**src/include/hcc_pkg.sv**
```systemverilog
/*
  Package for the hub charging configuration byte: field positions, reset values,
  and the per-port charging mode codes.
  Assumes the hub core supplies one clock and one asynchronous active-low reset.
*/
package hcc_pkg;
  // ==========================================================================
  // Register layout.
  // ==========================================================================
  localparam logic [3:0] HCC_REG_OFFSET    = 4'hA;     // Offset of the configuration byte.
  localparam int         HCC_REG_W         = 8;        // Register width in bits.
  localparam int         HCC_BIT_UNLOCK    = 6;        // Custom charging unlock.
  localparam int         HCC_BIT_POLARITY  = 5;        // Power-switch enable polarity.
  localparam int         HCC_BIT_HICUR     = 4;        // High-current divider enable.
  localparam int         HCC_RSV_HI        = 3;        // Upper bit of the spare RW pair.
  localparam int         HCC_RSV_LO        = 2;        // Lower bit of the spare RW pair.
  localparam int         HCC_BIT_AUTO_DIS  = 1;        // Automatic mode disable.
  localparam logic [1:0] HCC_RSV_RESET     = 2'h0;     // Reset value of the spare pair.
  localparam logic       HCC_UNLOCK_RESET  = 1'b0;     // Unlock resets cleared.
  localparam logic       HCC_POL_RESET     = 1'b0;     // Polarity until the strap is caught.
  localparam logic       HCC_HICUR_RESET   = 1'b1;     // High-current field reset value.
  localparam logic       HCC_AUTO_RESET    = 1'b0;     // Automatic mode enabled at reset.
  localparam logic       HCC_RSV_READ      = 1'b0;     // Read-only reserved bits read zero.
  localparam int         HCC_PORTS         = 4;        // Downstream charging ports.

  // ==========================================================================
  // Per-port charging mode codes.
  // ==========================================================================
  typedef enum logic [4:0] {
    HCC_MODE_OFF  = 5'h01, // Charging not enabled on the port.
    HCC_MODE_CDP  = 5'h02, // Charging downstream port, upstream connected.
    HCC_MODE_DCP  = 5'h04, // Dedicated charging only.
    HCC_MODE_ACP2 = 5'h08, // Automatic, standard divider level.
    HCC_MODE_ACP3 = 5'h10  // Automatic, high-current divider level.
  } hcc_mode_e;
endpackage

```
**src/core/hcc_port_mode.sv**
```systemverilog
/*
  Per-port charging mode selector: one registered mode code per downstream port.
  Assumes all inputs come from logic on ref_clk.
*/
module hcc_port_mode
  import hcc_pkg::*;
(
  input  wire logic        ref_clk,            // Hub core clock.
  input  wire logic        arst_n,             // Asynchronous reset, active low.
  input  wire logic        charge_enable,      // Port has charging enabled.
  input  wire logic        upstream_connected, // Upstream port is connected.
  input  wire logic        auto_disable,       // Automatic mode disabled.
  input  wire logic        hicur_enable,       // High-current divider enabled.
  output hcc_pkg::hcc_mode_e mode_ff           // Registered charging mode.
);
  import hcc_pkg::*;

  hcc_mode_e nxt_mode; // Next mode code.

  // ==========================================================================
  // Mode selection.
  // ==========================================================================
  // Upstream connection overrides the automatic setting entirely.
  always_comb begin
    if (!charge_enable) begin
      nxt_mode = HCC_MODE_OFF;
    end else if (upstream_connected) begin
      nxt_mode = HCC_MODE_CDP;
    end else if (auto_disable) begin
      nxt_mode = HCC_MODE_DCP;
    end else if (hicur_enable) begin
      nxt_mode = HCC_MODE_ACP3;
    end else begin
      nxt_mode = HCC_MODE_ACP2;
    end
  end

  // Register the mode so the charging logic sees a clean code.
  always_ff @(posedge ref_clk or negedge arst_n) begin
    if (!arst_n) begin
      mode_ff <= HCC_MODE_OFF;
    end else begin
      mode_ff <= nxt_mode;
    end
  end
endmodule

```
**src/core/hcc_config.sv**
```systemverilog
/*
  Charging configuration byte of the hub: holds unlock, polarity, high-current and
  automatic-disable fields, drives the power-switch enables and per-port modes.
  Assumes OTP, EEPROM and SMBus strobes come from logic on ref_clk; only the
  polarity strap is an asynchronous pin.
*/
// Operation
// - High-current field picks ACP3, else ACP2.
// - High-current field writable only by a byte that also sets the unlock bit.
// - Locked reads return the OTP high-current value.
// - Automatic mode only on enabled, unconnected ports.
// - Auto-disable set means dedicated charging only on enabled, unconnected ports.
// - Connected upstream gives CDP on enabled ports.
// - Unlock selects OTP or EEPROM/SMBus source.
module hcc_config
  import hcc_pkg::*;
#(
  parameter int PORTS = HCC_PORTS // Number of downstream ports.
) (
  input  wire logic                         ref_clk,            // Hub core clock, 20 MHz.
  input  wire logic                         arst_n,             // Asynchronous reset, active low.
  input  wire logic                         power_polarity_strap, // Polarity strap pin.
  input  wire logic                         otp_load_valid,     // OTP high-current value strobe.
  input  wire logic                         otp_hicur_value,    // OTP high-current value.
  input  wire logic                         smbus_mode,         // One for SMBus, zero for EEPROM mode.
  input  wire logic                         eeprom_load_valid,  // EEPROM byte load strobe.
  input  wire logic [HCC_REG_W-1:0]         eeprom_load_data,   // EEPROM byte.
  input  wire logic                         smbus_wr_valid,     // SMBus host write strobe.
  input  wire logic [HCC_REG_W-1:0]         smbus_wr_data,      // SMBus host write byte.
  input  wire logic                         upstream_connected, // Upstream port connected.
  input  wire logic [PORTS-1:0]             port_charge_enable, // Charging enabled per port.
  input  wire logic [PORTS-1:0]             port_power_on,      // Power requested per port.
  output logic      [HCC_REG_W-1:0]         reg_rd_data_ff,     // Register read view.
  output logic                              high_current_divider_enable_ff, // Effective divider mode.
  output logic      [PORTS-1:0]             power_switch_enable_ff, // Power-switch pins.
  output hcc_pkg::hcc_mode_e [PORTS-1:0]    port_mode_ff        // Charging mode per port.
);
  import hcc_pkg::*;

  // ==========================================================================
  // Strap synchroniser and capture.
  // ==========================================================================
  logic strap_meta_ff;  // First synchroniser stage, read only by the second.
  logic strap_sync_ff;  // Second synchroniser stage.
  logic strap_taken_ff; // Strap already copied into the polarity field.
  logic strap_arm_ff;   // Set one edge after release: the first stage holds the pin.
  logic strap_ready_ff; // Set two edges after release: the second stage holds the pin.
  logic nxt_strap_taken;

  // Two flops before the strap is used; the pin is not on ref_clk. The ready
  // pair tracks the stages, so the field never copies the stages' reset level.
  always_ff @(posedge ref_clk or negedge arst_n) begin
    if (!arst_n) begin
      strap_meta_ff  <= 1'b0;
      strap_sync_ff  <= 1'b0;
      strap_arm_ff   <= 1'b0;
      strap_ready_ff <= 1'b0;
    end else begin
      strap_meta_ff  <= power_polarity_strap;
      strap_sync_ff  <= strap_meta_ff;
      strap_arm_ff   <= 1'b1;
      strap_ready_ff <= strap_arm_ff;
    end
  end

  // ==========================================================================
  // Register fields.
  // ==========================================================================
  logic       unlock_ff;     // Custom charging unlock.
  logic       polarity_ff;   // Power-switch polarity.
  logic       hicur_ff;      // Writable high-current copy.
  logic       otp_hicur_ff;  // OTP high-current shadow.
  logic [1:0] spare_ff;      // Spare read/write pair.
  logic       auto_dis_ff;   // Automatic mode disable.
  logic       nxt_unlock;
  logic       nxt_polarity;
  logic       nxt_hicur;
  logic       nxt_otp_hicur;
  logic [1:0] nxt_spare;
  logic       nxt_auto_dis;
  logic       wr_valid;      // Host-side write from the active source.
  logic [HCC_REG_W-1:0] wr_data;
  logic       hicur_eff;     // High-current value the port logic uses.

  // The loader and the host never act together: the mode pin picks one.
  always_comb begin
    wr_valid = smbus_mode ? smbus_wr_valid : eeprom_load_valid;
    wr_data  = smbus_mode ? smbus_wr_data : eeprom_load_data;
  end

  // Next field values. The strap is taken once, at the third edge after release
  // when the second stage holds it, and a write in that same cycle wins since
  // it is the newer intent.
  always_comb begin
    nxt_unlock      = unlock_ff;
    nxt_polarity    = polarity_ff;
    nxt_hicur       = hicur_ff;
    nxt_spare       = spare_ff;
    nxt_auto_dis    = auto_dis_ff;
    nxt_strap_taken = strap_taken_ff | strap_ready_ff;
    nxt_otp_hicur   = otp_load_valid ? otp_hicur_value : otp_hicur_ff;
    if (strap_ready_ff && !strap_taken_ff) begin
      nxt_polarity = strap_sync_ff;
    end
    if (wr_valid) begin
      nxt_unlock   = wr_data[HCC_BIT_UNLOCK];
      nxt_polarity = wr_data[HCC_BIT_POLARITY];
      nxt_spare    = wr_data[HCC_RSV_HI:HCC_RSV_LO];
      nxt_auto_dis = wr_data[HCC_BIT_AUTO_DIS];
      // Unlock written in the same byte already opens the field.
      if (wr_data[HCC_BIT_UNLOCK]) begin
        nxt_hicur = wr_data[HCC_BIT_HICUR];
      end
    end
  end

  // Field storage.
  always_ff @(posedge ref_clk or negedge arst_n) begin
    if (!arst_n) begin
      unlock_ff      <= HCC_UNLOCK_RESET;
      polarity_ff    <= HCC_POL_RESET;
      hicur_ff       <= HCC_HICUR_RESET;
      otp_hicur_ff   <= HCC_HICUR_RESET;
      spare_ff       <= HCC_RSV_RESET;
      auto_dis_ff    <= HCC_AUTO_RESET;
      strap_taken_ff <= 1'b0;
    end else begin
      unlock_ff      <= nxt_unlock;
      polarity_ff    <= nxt_polarity;
      hicur_ff       <= nxt_hicur;
      otp_hicur_ff   <= nxt_otp_hicur;
      spare_ff       <= nxt_spare;
      auto_dis_ff    <= nxt_auto_dis;
      strap_taken_ff <= nxt_strap_taken;
    end
  end

  // ==========================================================================
  // Read view and outputs.
  // ==========================================================================
  logic [HCC_REG_W-1:0] nxt_rd_data;
  logic                 nxt_divider;
  logic [PORTS-1:0]     nxt_switch;

  // Locked, the high-current bit is whatever OTP holds.
  always_comb begin
    hicur_eff   = unlock_ff ? hicur_ff : otp_hicur_ff;
    nxt_rd_data = '0;
    nxt_rd_data[HCC_REG_W-1]                 = HCC_RSV_READ;
    nxt_rd_data[HCC_BIT_UNLOCK]              = unlock_ff;
    nxt_rd_data[HCC_BIT_POLARITY]            = polarity_ff;
    nxt_rd_data[HCC_BIT_HICUR]               = hicur_eff;
    nxt_rd_data[HCC_RSV_HI:HCC_RSV_LO]       = spare_ff;
    nxt_rd_data[HCC_BIT_AUTO_DIS]            = auto_dis_ff;
    nxt_rd_data[0]                           = HCC_RSV_READ;
    nxt_divider = hicur_eff;
    // Active-high switches follow the request; active-low ones invert it.
    nxt_switch  = polarity_ff ? port_power_on : ~port_power_on;
  end

  // Outputs come from flops; the switch pins reset to the off level of the
  // reset polarity, which is active low.
  always_ff @(posedge ref_clk or negedge arst_n) begin
    if (!arst_n) begin
      reg_rd_data_ff                 <= '0;
      high_current_divider_enable_ff <= HCC_HICUR_RESET;
      power_switch_enable_ff         <= '1;
    end else begin
      reg_rd_data_ff                 <= nxt_rd_data;
      high_current_divider_enable_ff <= nxt_divider;
      power_switch_enable_ff         <= nxt_switch;
    end
  end

  // ==========================================================================
  // Per-port mode selectors.
  // ==========================================================================
  for (genvar p = 0; p < PORTS; p++) begin : g_port
    hcc_port_mode u_mode (
      .ref_clk            (ref_clk),
      .arst_n             (arst_n),
      .charge_enable      (port_charge_enable[p]),
      .upstream_connected (upstream_connected),
      .auto_disable       (auto_dis_ff),
      .hicur_enable       (hicur_eff),
      .mode_ff            (port_mode_ff[p])
    );
  end
endmodule

```
**config.mk**
```make
export PLATFORM = sky130hd
export DESIGN_NAME = hcc_config
export DESIGN_NICKNAME = d
export VERILOG_FILES = /design/src/include/hcc_pkg.sv /design/src/core/hcc_port_mode.sv /design/src/core/hcc_config.sv
export SDC_FILE = /design/constraint.sdc
export NUM_CORES = 1
export LEC_CHECK = 0
export ABC_AREA = 0
export ABC_CLOCK_PERIOD_IN_PS = 3000
export BUFFER_PORTS_ARGS = -buffer_cell sky130_fd_sc_hd__buf_2
export CORE_MARGIN = 10
export CORE_UTILIZATION = 50
export DETAILED_ROUTE_END_ITERATION = 6
export HOLD_SLACK_MARGIN = 0.06
export PLACE_DENSITY_LB_ADDON = 0.12
export RECOVER_POWER = 100
export SETUP_SLACK_MARGIN = 0.1
export SLEW_MARGIN = 20
export SYNTH_ARGS = -nofsm -noshare
export SYNTH_HDL_FRONTEND = slang
export SYNTH_SLANG_ARGS = --single-unit
```
**constraint.sdc**
```tcl
create_clock -name ref_clk -period 3 [get_ports ref_clk]
set_input_delay 0 -clock ref_clk [delete_from_list [all_inputs] [get_ports ref_clk]]
set_output_delay 0 -clock ref_clk [all_outputs]
set_load 0.02 [all_outputs]
```
Yosys cells after proc, flatten, opt, wreduce, memory -nomap -nowiden
Cells that the tools add are included.
- bits in registers: 43
- input port bits: 33
- output and inout bits: 33
- logic and storage cells: 37
- multiplexer cells: 13
- bitwise logic cells: 2
- reduce and logical (&&, ||, !) cells: 4
- operators by type and width (kind ; count):
    $mux 5 ; 7
    $mux 7 ; 1
    $mux 1 ; 4
    $mux 4 ; 1
    $not 4->4 ; 1
    $reduce_and 2->1 ; 1
    $reduce_bool 2->1 ; 1
    $logic_and 1x1->1 ; 1
    $logic_not 1->1 ; 1
    $or 1x1->1 ; 1

Logic depth before layout (Yosys ltp)
Gate-level depths: netlist of the first run.
- word-level depth: 5
- depth in mapped cells: 4
- gate-level depth less buffers: 3

Modules after synthesis
Synthesis of the first run repeated with hierarchy kept, for this count alone.
- cell total of the unflattened synthesis: 108
- area total of the unflattened synthesis: 1600.3 sq um
- modules (own cells, without submodules) (module ; times used ; cells each ; area an instance (sq um) ; sequential area each (sq um)):
    hcc_config ; 1 ; 68 ; 909.6 ; 584.3
    hcc_port_mode ; 4 ; 10 ; 172.7 ; 126.4

Least setup slack after synthesis of the first run
OpenSTA, ideal clock, no wires.
- path type: reg2reg
- from: register otp_hicur_ff
- to: register g_port[0].u_mode.mode_ff[4]
- library setup time: 0.066 ns
- arrival: 1.104 ns
- data required time: 2.934 ns
- path slack: 1.829 ns
- stages on the path, launching flop included: 4
- path buffers: 0
- clock period less this slack: 1.171 ns
- cells stage by stage: dfstp_2 -> mux2_2 -> nor3b_1 -> and2_1
- longest elaborated chain between the ends: 5
- ends and longest elaborated chain (what ; RTL line ; RTL):
    start, declared ; hcc_config.sv:72 ; logic otp_hicur_ff;
    start signal, assigned ; hcc_config.sv:131 ; otp_hicur_ff <= nxt_otp_hicur;
    $mux 1 ; hcc_config.sv:147 ; hicur_eff = unlock_ff ? hicur_ff : otp_hicur_ff;
    net g_port[0].u_mode.hicur_enable ; hcc_port_mode.sv:13 ; input wire logic hicur_enable,
    $mux 5 ; hcc_port_mode.sv:31 ; end else if (hicur_enable) begin
    $mux 5 ; hcc_port_mode.sv:29 ; end else if (auto_disable) begin
    $mux 5 ; hcc_port_mode.sv:27 ; end else if (upstream_connected) begin
    $mux 5 ; hcc_port_mode.sv:25 ; if (!charge_enable) begin
    net g_port[0].u_mode.nxt_mode[4] ; hcc_port_mode.sv:18 ; hcc_mode_e nxt_mode;
    end signal, assigned ; hcc_port_mode.sv:43 ; mode_ff <= nxt_mode;
    end, declared ; hcc_port_mode.sv:14 ; output hcc_pkg::hcc_mode_e mode_ff
The timed path passes the listed nets, and every way through them passes these cells.
A chain may end at the register's enable or synchronous reset.

Worst setup path in the final report of the first run
- from: register strap_taken_ff
- to: register polarity_ff
- longest elaborated chain between the ends: 3
- ends and longest elaborated chain (what ; RTL line ; RTL):
    start, declared ; hcc_config.sv:45 ; logic strap_taken_ff;
    start signal, assigned ; hcc_config.sv:134 ; strap_taken_ff <= nxt_strap_taken;
    $logic_not 1->1 ; hcc_config.sv:102 ; if (strap_ready_ff && !strap_taken_ff) begin
    $logic_and 1x1->1 ; hcc_config.sv:102 ;
    $reduce_bool 2->1 (no line) ; - ;
    end signal, assigned ; hcc_config.sv:129 ; polarity_ff <= nxt_polarity;
    end, declared ; hcc_config.sv:70 ; logic polarity_ff;
No other way between the ends.

==> summary.md, run 1 <==
| Metric | Value |
|---|---|
| Outcome | `completed` |
| DRT Pass-1 Iters | `4` |
| Largest net degree at the start of global routing | `44` |
| Worst path required time | `3.24 ns` |
| Clk slew on worst S/H paths | `around 0.11 ns` |
| H-tree levels | `2` |
| Die X | `75.6 µm` |
| Crit path buf inv count | `1` |
| Via count | `1103` |
| Die Ht | `between 70 and 80 µm` |
| Yosys top cell area share | `between 50 and 60%` |
| Synth Register Bits | `between 40 and 50` |
| Cell Area, Synth | `1550 µm²` |
| Ys flop type | `dfrtp_1` |
| DRC Markers | `0` |
| Post-route cell area | `about 2100 µm²` |
| First-pass GRT wire length | `5500 µm` |
| Kind of end point of the critical path | `flip-flop` |
| Clk_lat worst skew | `0.35 ns` |
| CP max-delay cell | `dlygate4sd3_1` |
| Hold Path Class | `in2reg` |
| CP Max Fanout | `4` |
| Overall routing resource usage | `13.1%` |
| Worst vdd ir | `0.326 mV` |
| Most frequent cells in the layout | `37 x clkbuf_1, 32 x dfrtp_1, 26 x dlygate4sd3_1, 23 x buf_2, 11 x dfstp_2` |
| Top cells by area, synth | `dfrtp_1 52%, dfstp_2 19%, and2_1 4.9%` |
| RePlAce Congestion | `0.704` |
| Core Rows | `20` |
| Antenna cells | `0` |
| FMAX | `559 MHz` |
| Postcts setup bufs | `0` |
| Yosys top cell by area | `dfrtp_1` |
| Tmin final | `between 1.5 and 2 ns` |
| Final setup fails | `0` |
| Hold slack | `0.0677 ns` |
| Worst R2R Path Depth | `4` |
| WL/cell | `15.1 µm` |
| Clock Sinks | `43` |
| Clock tree buffer depth | `2` |
| Drt first-iter violations | `53` |
| Layout cells sized above 1 | `22.7%` |
| Port Buffers | `a little under 60` |
| Fill count | `roughly 260` |
| DRT antenna net count | `0` |
| Cell Pwr Density | `545 nW/µm²` |
| Cell Chain, Critical Path | `or4b_1, o31ai_1, o32ai_1, dlygate4sd3_1` |
| Cell family with the largest share of critical-path delay | `buffers and inverters` |
| CTS Buf Count | `5` |
| Post-Route WL | `between 3000 and 4000 µm` |
| Rel. slew slack | `39.8%` |
| Max_cap viols | `0` |
| # nets final | `230` |
| Placed inst area | `approximately 1800 µm²` |
| Worst-Margin Slew | `between 0.9 and 1 ns` |
| P_leak | `0.941 nW` |
| Final setup margin | `1.21 ns` |
| Die area | `about 5700 µm²` |
| I/O Pins | `66` |
| Mean Syn Cell Area | `13.9 µm²` |
| CP Depth | `4` |
| YS warnings | `0` |
| Synthesized instance count | `111` |
| Area Growth Syn to Fin | `37.1%` |
| RSZ-0062 raised after global routing | `false` |
| GRT overflow | `0` |
| Netlist cell types | `23` |
| Worst Path Arrival | `2.03 ns` |
| Placed insts | `between 150 and 200` |
| Number of flops mapped to enable cells by yosys | `0` |
| CTS tree | `done` |
| Post-synthesis async set-or-reset flop share | `100%` |
| WS Path Type | `reg2reg` |
| Clk root buf | `clkbuf_4` |
| Fin crit share | `59.6%` |
| Crit path launch type | `flip-flop` |
| Final non-filler cell total | `231` |
| Final Hold Viols | `0` |
| Core Area | `around 3000 µm²` |
| Vias per std cell | `4.77` |
| Hold Path Stages | `4` |
| Clock Skews | `about 0.016 ns` |
| Max Transition Viols Final | `0` |
| Setup TNS | `0 ns` |
| Vias in the first global route | `1154` |
| Sequential-to-total area share from yosys stat | `between 70% and 80%` |
| DPL Wire Length | `2380 µm` |
| Initial antenna violation count | `0` |
| Pre-CTS setup slack | `1.61 ns` |
| Initial Util | `51.5%` |
| Crit-path max cell delay | `0.56 ns` |
| Commonest non-fill, non-tap cell in the layout | `clkbuf_1` |
## metrics by stage
step | utilization (%) | total power [mW]
after detailed placement | 61.5 | 0.866
after global routing | 70.7 | 1.23
after global placement | 61.5 | 0.860
after floorplan | - | 0.786
after CTS | 72.2 | 1.18
final | 70.7 | 1.16
## logic make-up after synthesis
group                     count (synthesis)  synth area share, %
muxes                                     8                 5.50
other                                     2                0.485
and+or+nand+nor                          29                 12.0
buffers and inverters                    12                 3.88
AOI/OAI and AO/OA                        13                 5.42
DFF                                      43                 70.4
xor gates and xnor gates                  4                 2.26
## worst paths after layout
kind                                       start                           to  slack [ns]
worst max-delay path              strap_taken_ff                  polarity_ff        1.21
worst min-delay path            smbus_wr_data[6]                     hicur_ff        0.07
worst max register to register    strap_taken_ff                  polarity_ff        1.21
worst min register to register      strap_arm_ff               strap_ready_ff        0.36
max in group asynchronous                 arst_n  g_port[0].u_mode.mode_ff[3]        2.11
min in group asynchronous                 arst_n  g_port[3].u_mode.mode_ff[2]        0.33
## synth_stat cells (4+ instances only)
master	n
a211oi_1	4
nor2b_1	7
mux2i_1	4
mux2_2	4
inv_1	5
xnor2_1	4
nor4_1	4
dfstp_2	11
and2_1	12
dfrtp_1	32
clkbuf_1	4
a21oi_1	4
## tightest hold or removal path, delay by kind of cell
family / cells / cell delay [ns]
buffers and inverters: 1 / 0.09
AND/OR/NAND/NOR: 1 / 0.06
multiplexers: 1 / 0.16
AO/OA/AOI/OAI: 1 / 0.08
## cell type report
| class | instances | area (µm²) | share of cell area, % |
|---|---|---|---|
| Sequential cell | 43 | 1090 | 51.4 |
| Clock inverter | 1 | 5.00 | 0.236 |
| Timing Repair Buffer | 85 | 510 | 24.1 |
| Multi-Input combinational cell | 57 | 402 | 18.9 |
| Clock buffer | 7 | 55.1 | 2.59 |
| Tap cell | 33 | 41.3 | 1.95 |
| Inverter | 5 | 18.8 | 0.884 |
## power breakdown
| part | leakage, nW | internal (mW) | switching (mW) |
|---|---|---|---|
| sequential | 0.512 | 0.643 | 0.0226 |
| clock | 0.0353 | 0.114 | 0.169 |
| combinational | 0.394 | 0.0866 | 0.122 |
## registers in the layout (all words and copies together) (netlist names)
name,flops
polarity_ff,1
unlock_ff,1
strap_meta_ff,1
g_port.u_mode.mode_ff,20
strap_ready_ff,1
otp_hicur_ff,1
hicur_ff,1
power_switch_enable_ff,4
spare_ff,2
reg_rd_data_ff,6
strap_taken_ff,1
strap_sync_ff,1
high_current_divider_enable_ff,1
auto_dis_ff,1
strap_arm_ff,1
## repair_timing
item	4_1_cts	5_1_grt
hold buffers	26	0
setup endpoints to repair	0	0
gates resized for setup	0	0
hold endpoints to repair	64	0
## metal layers
layer	up-vias	wire, µm	global-route usage (%)
li1	533	-	-
met1	519	1340	14.3
met2	43	1730	21.2
met3	8	350	5.86
met4	0	81	6.19
met5	-	0	0
Note: power is estimated with default switching activity, not from simulation.
==> inputs of run 2 (changes only) <==
Settings changed: ABC_AREA 0 to 1, ABC_CLOCK_PERIOD_IN_PS 3000 to 1800, CORE_UTILIZATION 50 to 46.
Clock period 3 ns to 1.8 ns, I/O delays scaled along.
==> summary.md, run 2 <==
| Metric | Value |
|---|---|
| Outcome | `finished, violations left` |
| Failing checks | `hold timing` |
| Vias in the first global route | `between 1k and 1.5k` |
| Setup TNS | `0 ns` |
| I/O Pins | `66` |
| FMAX | `777 MHz` |
| # nets final | `approximately 260` |
| Placed insts | `236` |
| Yosys top cell area share | `53.1%` |
| Top-count cell post-synth | `nand2_1` |
| Crit-path max cell delay | `0.55 ns` |
| CP max-delay cell | `dlygate4sd3_1` |
| Initial Util | `between 40 and 50%` |
| Overall routing resource usage | `11.6%` |
| Max_cap viols | `0` |
| Netlist cell types | `19` |
| Tmin final | `1.29 ns` |
| Clock Sinks | `43` |
| YS warnings | `0` |
| Regs by FF count | `g_port.u_mode.mode_ff (20), reg_rd_data_ff (6), power_switch_enable_ff (4)` |
| Clock tree buffer depth | `2` |
| WS Path Type | `reg2reg` |
| Vias per std cell | `4.26` |
| DRC Markers | `0` |
| Number of flops mapped to enable cells by yosys | `0` |
| Cell Chain, Critical Path | `mux2_2, dlygate4sd3_1` |
| Commonest non-fill, non-tap cell in the layout | `nand2_1` |
| Worst-Margin Slew | `0.984 ns` |
| Most frequent cells in the layout | `40 x nand2_1, 34 x clkbuf_1, 32 x dfrtp_1, 25 x dlygate4sd3_1, 25 x buf_2` |
| Hold Path Stages | `5` |
| Worst Path Arrival | `approximately 1.6 ns` |
| Clk root buf | `clkbuf_4` |
| CP Max Fanout | `2` |
| Fill count | `270` |
| Hold Path Class | `in2reg` |
| Drt first-iter violations | `a little over 80` |
| Core Rows | `20` |
| Cell Pwr Density | `974 nW/µm²` |
| Clk slew on worst S/H paths | `0.11 ns` |
| H-tree levels | `2` |
| Worst R2R Path Depth | `2` |
| WL/cell | `12.3 µm` |
| CTS tree | `done` |
| Sequential-to-total area share from yosys stat | `72.3%` |
| Yosys top cell by area | `dfrtp_1` |
| Port Buffers | `just under 60` |
| First-pass GRT wire length | `about 5600 µm` |
| Ys flop type | `dfrtp_1` |
| Max Transition Viols Final | `0` |
| Rel. slew slack | `34.4%` |
| RePlAce Congestion | `0.705` |
| DRT antenna net count | `0` |
| DPL Wire Length | `2410 µm` |
| Worst vdd ir | `0.721 mV` |
| Die X | `77.3 µm` |
| Crit path launch type | `flip-flop` |
| Die Ht | `77.3 µm` |
| Post-synth top cells | `40 x nand2_1, 32 x dfrtp_1, 16 x inv_1` |
| Worst path required time | `roughly 2.1 ns` |
| Clock Skews | `0.00988 ns` |
| Postcts setup bufs | `0` |
| CTS Buf Count | `5` |
| RSZ-0062 raised after global routing | `false` |
| Die area | `5970 µm²` |
| Post-synthesis async set-or-reset flop share | `100%` |
| Final Hold Viols | `1` |
| Mean Syn Cell Area | `approximately 11 µm²` |
| Cell Area, Synth | `1510 µm²` |
| GRT overflow | `0` |
| DRT Pass-1 Iters | `4` |
| P_leak | `roughly 1.1 nW` |
| Largest net degree at the start of global routing | `44` |
| Initial antenna violation count | `0` |
| Via count | `1147` |
| Kind of end point of the critical path | `flip-flop` |
| Fin crit share | `71.5%` |
| Area Growth Syn to Fin | `41.2%` |
| Synth Register Bits | `43` |
| Final setup fails | `0` |
| Layout cells sized above 1 | `22.7%` |
| Hold slack | `-0.0120 ns` |
| Max FFs per register | `20` |
| Core Area | `3100 µm²` |
| Post-Route WL | `3300 µm` |
| Clk_lat worst skew | `about 0.34 ns` |
| Final non-filler cell total | `roughly 270` |
| Synthesized instance count | `135` |
| Post_cts resized | `0` |
| Top cells by area, synth | `dfrtp_1 53%, dfstp_2 19%, nand2_1 10%` |
| Reg with most FFs | `g_port.u_mode.mode_ff` |
| Antenna cells | `0` |
## run 2: final cells by class
| class | count | area [µm²] | share of cell area (%) |
|---|---|---|---|
| repair buffers | 85 | 508 | 23.9 |
| multi-input cells | 72 | 327 | 15.3 |
| inverters | 17 | 63.8 | 3.00 |
| clock buffers | 6 | 51.3 | 2.41 |
| clock inverters | 2 | 35.0 | 1.65 |
| flip-flops and latches | 43 | 1090 | 51.2 |
| well taps | 44 | 55.1 | 2.59 |
## run 2: repair_timing
action / in CTS / in global routing
hold endpoints to repair: 75 / 0
hold buffers: 27 / 0
endpoints found under the setup margin: 0 / 2
## run 2: cells by family (layout without fill, tap and decap cells)
logic type	Yosys count	count (layout)	share of synthesized area (%)
simple gates	60	60	16.3
flops	43	43	72.3
buf+inv	21	110	6.31
compound gates	4	4	1.58
xor+xnor	4	4	2.32
other cells	2	3	0.498
mux	1	1	0.747
## run 2: worst max-delay path, delay by kind of cell (launching register included)
kind	cells	cell delay, ns
mux	1	0.14
flops	1	0.54
buf+inv	1	0.55
## run 2: layer usage
layer	GRT usage (%)	part of all wire, %	vias up
met3	4.90	7.5	7
li1	-	-	570
met1	11.6	41	525
met2	19.9	50	45
met5	0	0	-
met4	6.57	2.1	0
## run 2: power breakdown
| part | switching (mW) | internal, mW |
|---|---|---|
| combinational | 0.216 | 0.125 |
| clock | 0.293 | 0.328 |
| sequential | 0.0352 | 1.08 |
| total | 0.544 | 1.53 |
## run 2: final timing paths
path / from / to / slack [ns]
setup / recovery: otp_hicur_ff / otp_hicur_ff / 0.51
hold / removal: smbus_wr_data[6] / hicur_ff / -0.01
setup reg to reg: otp_hicur_ff / otp_hicur_ff / 0.51
hold reg to reg: strap_meta_ff / strap_sync_ff / 0.37
max in group asynchronous: arst_n / reg_rd_data_ff[4] / 0.78
min in group asynchronous: arst_n / g_port[1].u_mode.mode_ff[3] / 0.42
## run 2: per-stage QoR
| stage | power [mW] | area, µm² | setup WS [ns] | util [%] |
|---|---|---|---|---|
| 2_1_floorplan | 1.31 | 1510 | 0.875 | - |
| 3_3_place_gp | 1.43 | 1840 | 0.774 | 59.2 |
| 3_5_place_dp | 1.45 | 1840 | 0.749 | 59.2 |
| 4_1_cts | 2.11 | 2190 | 0.126 | 70.7 |
| 5_1_grt | 2.18 | 2130 | 0.486 | 68.6 |
| 6_report | 2.07 | 2130 | 0.513 | 68.6 |
==> inputs of run 3 (changes only) <==
Settings changed: ABC_AREA 1 to 0, ABC_CLOCK_PERIOD_IN_PS 1800 to 1260.
Clock period 1.8 ns to 1.26 ns, I/O delays scaled along.
==> summary.md, run 3 (same netlist as run 1, synthesis figures left out) <==
| Metric | Value |
|---|---|
| Clock Sinks | `43` |
| Kind of end point of the critical path | `flip-flop` |
| Final setup fails | `0` |
| Placed inst area | `1920 µm²` |
| Cell Chain, Critical Path | `or4b_4, o31ai_4, o32ai_2` |
| Crit-path max cell delay | `0.53 ns` |
| Layout cells sized above 1 | `30.7%` |
| Switch share | `26.6%` |
| Clk root buf | `clkbuf_4` |
| Initial antenna violation count | `0` |
| CP max-delay cell | `or4b_4` |
| First-pass GRT wire length | `6130 µm` |
| Worst-Margin Slew | `between 1 and 1.5 ns` |
| Core Area | `between 3000 and 4000 µm²` |
| Vias in the first global route | `1281` |
| GRT overflow | `0` |
| FMAX | `~800 MHz` |
| Die X | `78.0 µm` |
| DRT antenna net count | `0` |
| Via count | `~1.1k` |
| H-tree levels | `2` |
| Max FFs per register | `20` |
| Commonest non-fill, non-tap cell in the layout | `clkbuf_1` |
| Int Pwr | `2.24 mW` |
| Worst path required time | `1.49 ns` |
| Initial Util | `47.1%` |
| Drt first-iter violations | `30` |
| Max Transition Viols Final | `0` |
| Area Growth Syn to Fin | `51.1%` |
| WL/cell | `15.2 µm` |
| Clock tree buffer depth | `2` |
| Worst Path Arrival | `1.48 ns` |
| Placed insts | `215` |
| Clk_lat worst skew | `between 0.3 and 0.4 ns` |
| Rel. slew slack | `29.3%` |
| Clk slew on worst S/H paths | `0.12 ns` |
| RePlAce Congestion | `0.729` |
| Outcome | `completed` |
| Cell Pwr Density | `1300 nW/µm²` |
| Tmin final | `1.25 ns` |
| Final setup margin | `0.0111 ns` |
| Switching pwr | `slightly above 0.8 mW` |
| Final non-filler cell total | `251` |
| DRC Markers | `0` |
| Fin crit share | `99.1%` |
| Antenna cells | `0` |
| Max_cap viols | `0` |
| Die area | `6080 µm²` |
| WS Path Type | `reg2reg` |
| P_leak | `between 1 and 1.5 nW` |
| Clock Skews | `0.00239 ns` |
| CTS tree | `done` |
| Worst vdd ir | `0.749 mV` |
| # nets final | `237` |
| Clock power share | `roughly 29%` |
| CTS Buf Count | `5` |
| Combinational power share | `a little under a fifth` |
| Pre-CTS setup slack | `-0.00472 ns` |
| Crit path launch type | `flip-flop` |
| Die Ht | `78.0 µm` |
| Largest net degree at the start of global routing | `27` |
| Regs by FF count | `g_port.u_mode.mode_ff (20), reg_rd_data_ff (6), power_switch_enable_ff (4)` |
| RSZ-0062 raised after global routing | `true` |
| Reg with most FFs | `g_port.u_mode.mode_ff` |
| Port Buffers | `59` |
| Vias per std cell | `4.54` |
| DRT Pass-1 Iters | `4` |
| Most frequent cells in the layout | `37 x clkbuf_1, 31 x dfrtp_1, 27 x dlygate4sd3_1, 23 x buf_2, 10 x dfstp_2` |
| CP Max Fanout | `3` |
| Post-route cell area | `2340 µm²` |
| Post-Route WL | `roughly 3800 µm` |
| Hold Path Class | `in2reg` |
| I/O Pins | `66` |
| Core Rows | `21` |
| Register share of total power | `52.6%` |
| Overall routing resource usage | `between 10 and 15%` |
| Final Hold Viols | `0` |
==> run 3: cell count changes in the layout (fill, tap and decap cells not counted), moves of 4 or more <==
cell      before  now
mux2i_1        0    4
and2_1         0    4
nor2b_1        0    6
a21oi_1        0    4
nand2_1       40    1
and2_0         0    8
nor2_1        12    0
a211oi_1       0    4
inv_1         16    5
==> run 3: power by group through the flow <==
| stage | sequential [mW] | clock (mW) | combinational, mW |
|---|---|---|---|
| 6_report | 1.60 | 0.891 | 0.552 |
| 5_1_grt | 1.62 | 0.988 | 0.600 |
| 4_1_cts | 1.60 | 0.911 | 0.564 |
| 3_5_place_dp | 1.62 | 0 | 0.486 |
| 3_3_place_gp | 1.61 | 0 | 0.475 |
| 2_1_floorplan | 1.72 | 0 | 0.158 |
==> run 3: layer usage <==
metal	routed length (µm)	up-vias	GRT usage [%]
met5	0	-	0
met4	43	0	3.76
met3	408	6	7.14
met2	1930	44	21.4
met1	1420	542	12.5
li1	-	548	-
==> run 3: stage by stage <==
| stage | TNS (ns) | utilization (%) | hold slack (ns) | total power [mW] |
|---|---|---|---|---|
| global placement | 0 | 58.5 | -0.0312 | 2.08 |
| CTS | 0 | 70.5 | 0.0640 | 3.07 |
| detailed placement | -0.00472 | 58.5 | -0.0271 | 2.10 |
| finish | 0 | 71.2 | 0.107 | 3.05 |
| global route | -0.00321 | 71.2 | 0.0905 | 3.21 |
| floorplan | 0 | - | -0.296 | 1.88 |
==> run 3: layout make-up <==
cell class              instances  area [µm²]
clock inverters                 2        35.0
fillers                       250         946
well taps                      46        57.6
multi-input cells              57         513
flip-flops and latches         43        1090
repair buffers                 92         572
clock buffers                   6        51.3
inverters                       5        18.8
==> run 3: worst paths after layout <==
| path | startpoint | end | slack [ns] | depth (start not counted) |
|---|---|---|---|---|
| max in group asynchronous | arst_n | high_current_divider_enable_ff | 0.15 | 3 |
| worst min register to register | strap_meta_ff | strap_sync_ff | 0.36 | 0 |
| min in group asynchronous | arst_n | polarity_ff | 0.36 | 2 |
| worst max register to register | strap_taken_ff | polarity_ff | 0.01 | 3 |
| worst min-delay path | smbus_wr_valid | polarity_ff | 0.11 | 4 |
| worst max-delay path | strap_taken_ff | polarity_ff | 0.01 | 3 |
==> run 3: what timing repair did <==
| action | 4_1_cts | 5_1_grt |
|---|---|---|
| hold buffers | 27 | 0 |
| buffers inserted | 1 | 0 |
| pin swaps | 2 | 3 |
| gates resized for setup | 5 | 12 |
| hold endpoints to repair | 69 | 0 |
| endpoints found under the setup margin | 6 | 9 |
| gates cloned | 0 | 0 |
==> run 3: critical path, delay by kind of cell, from the launching register on <==
family,cells,cell delay (ns)
AO/OA/AOI/OAI,2,0.19
flip-flops,1,0.42
AND/OR/NAND/NOR,1,0.53
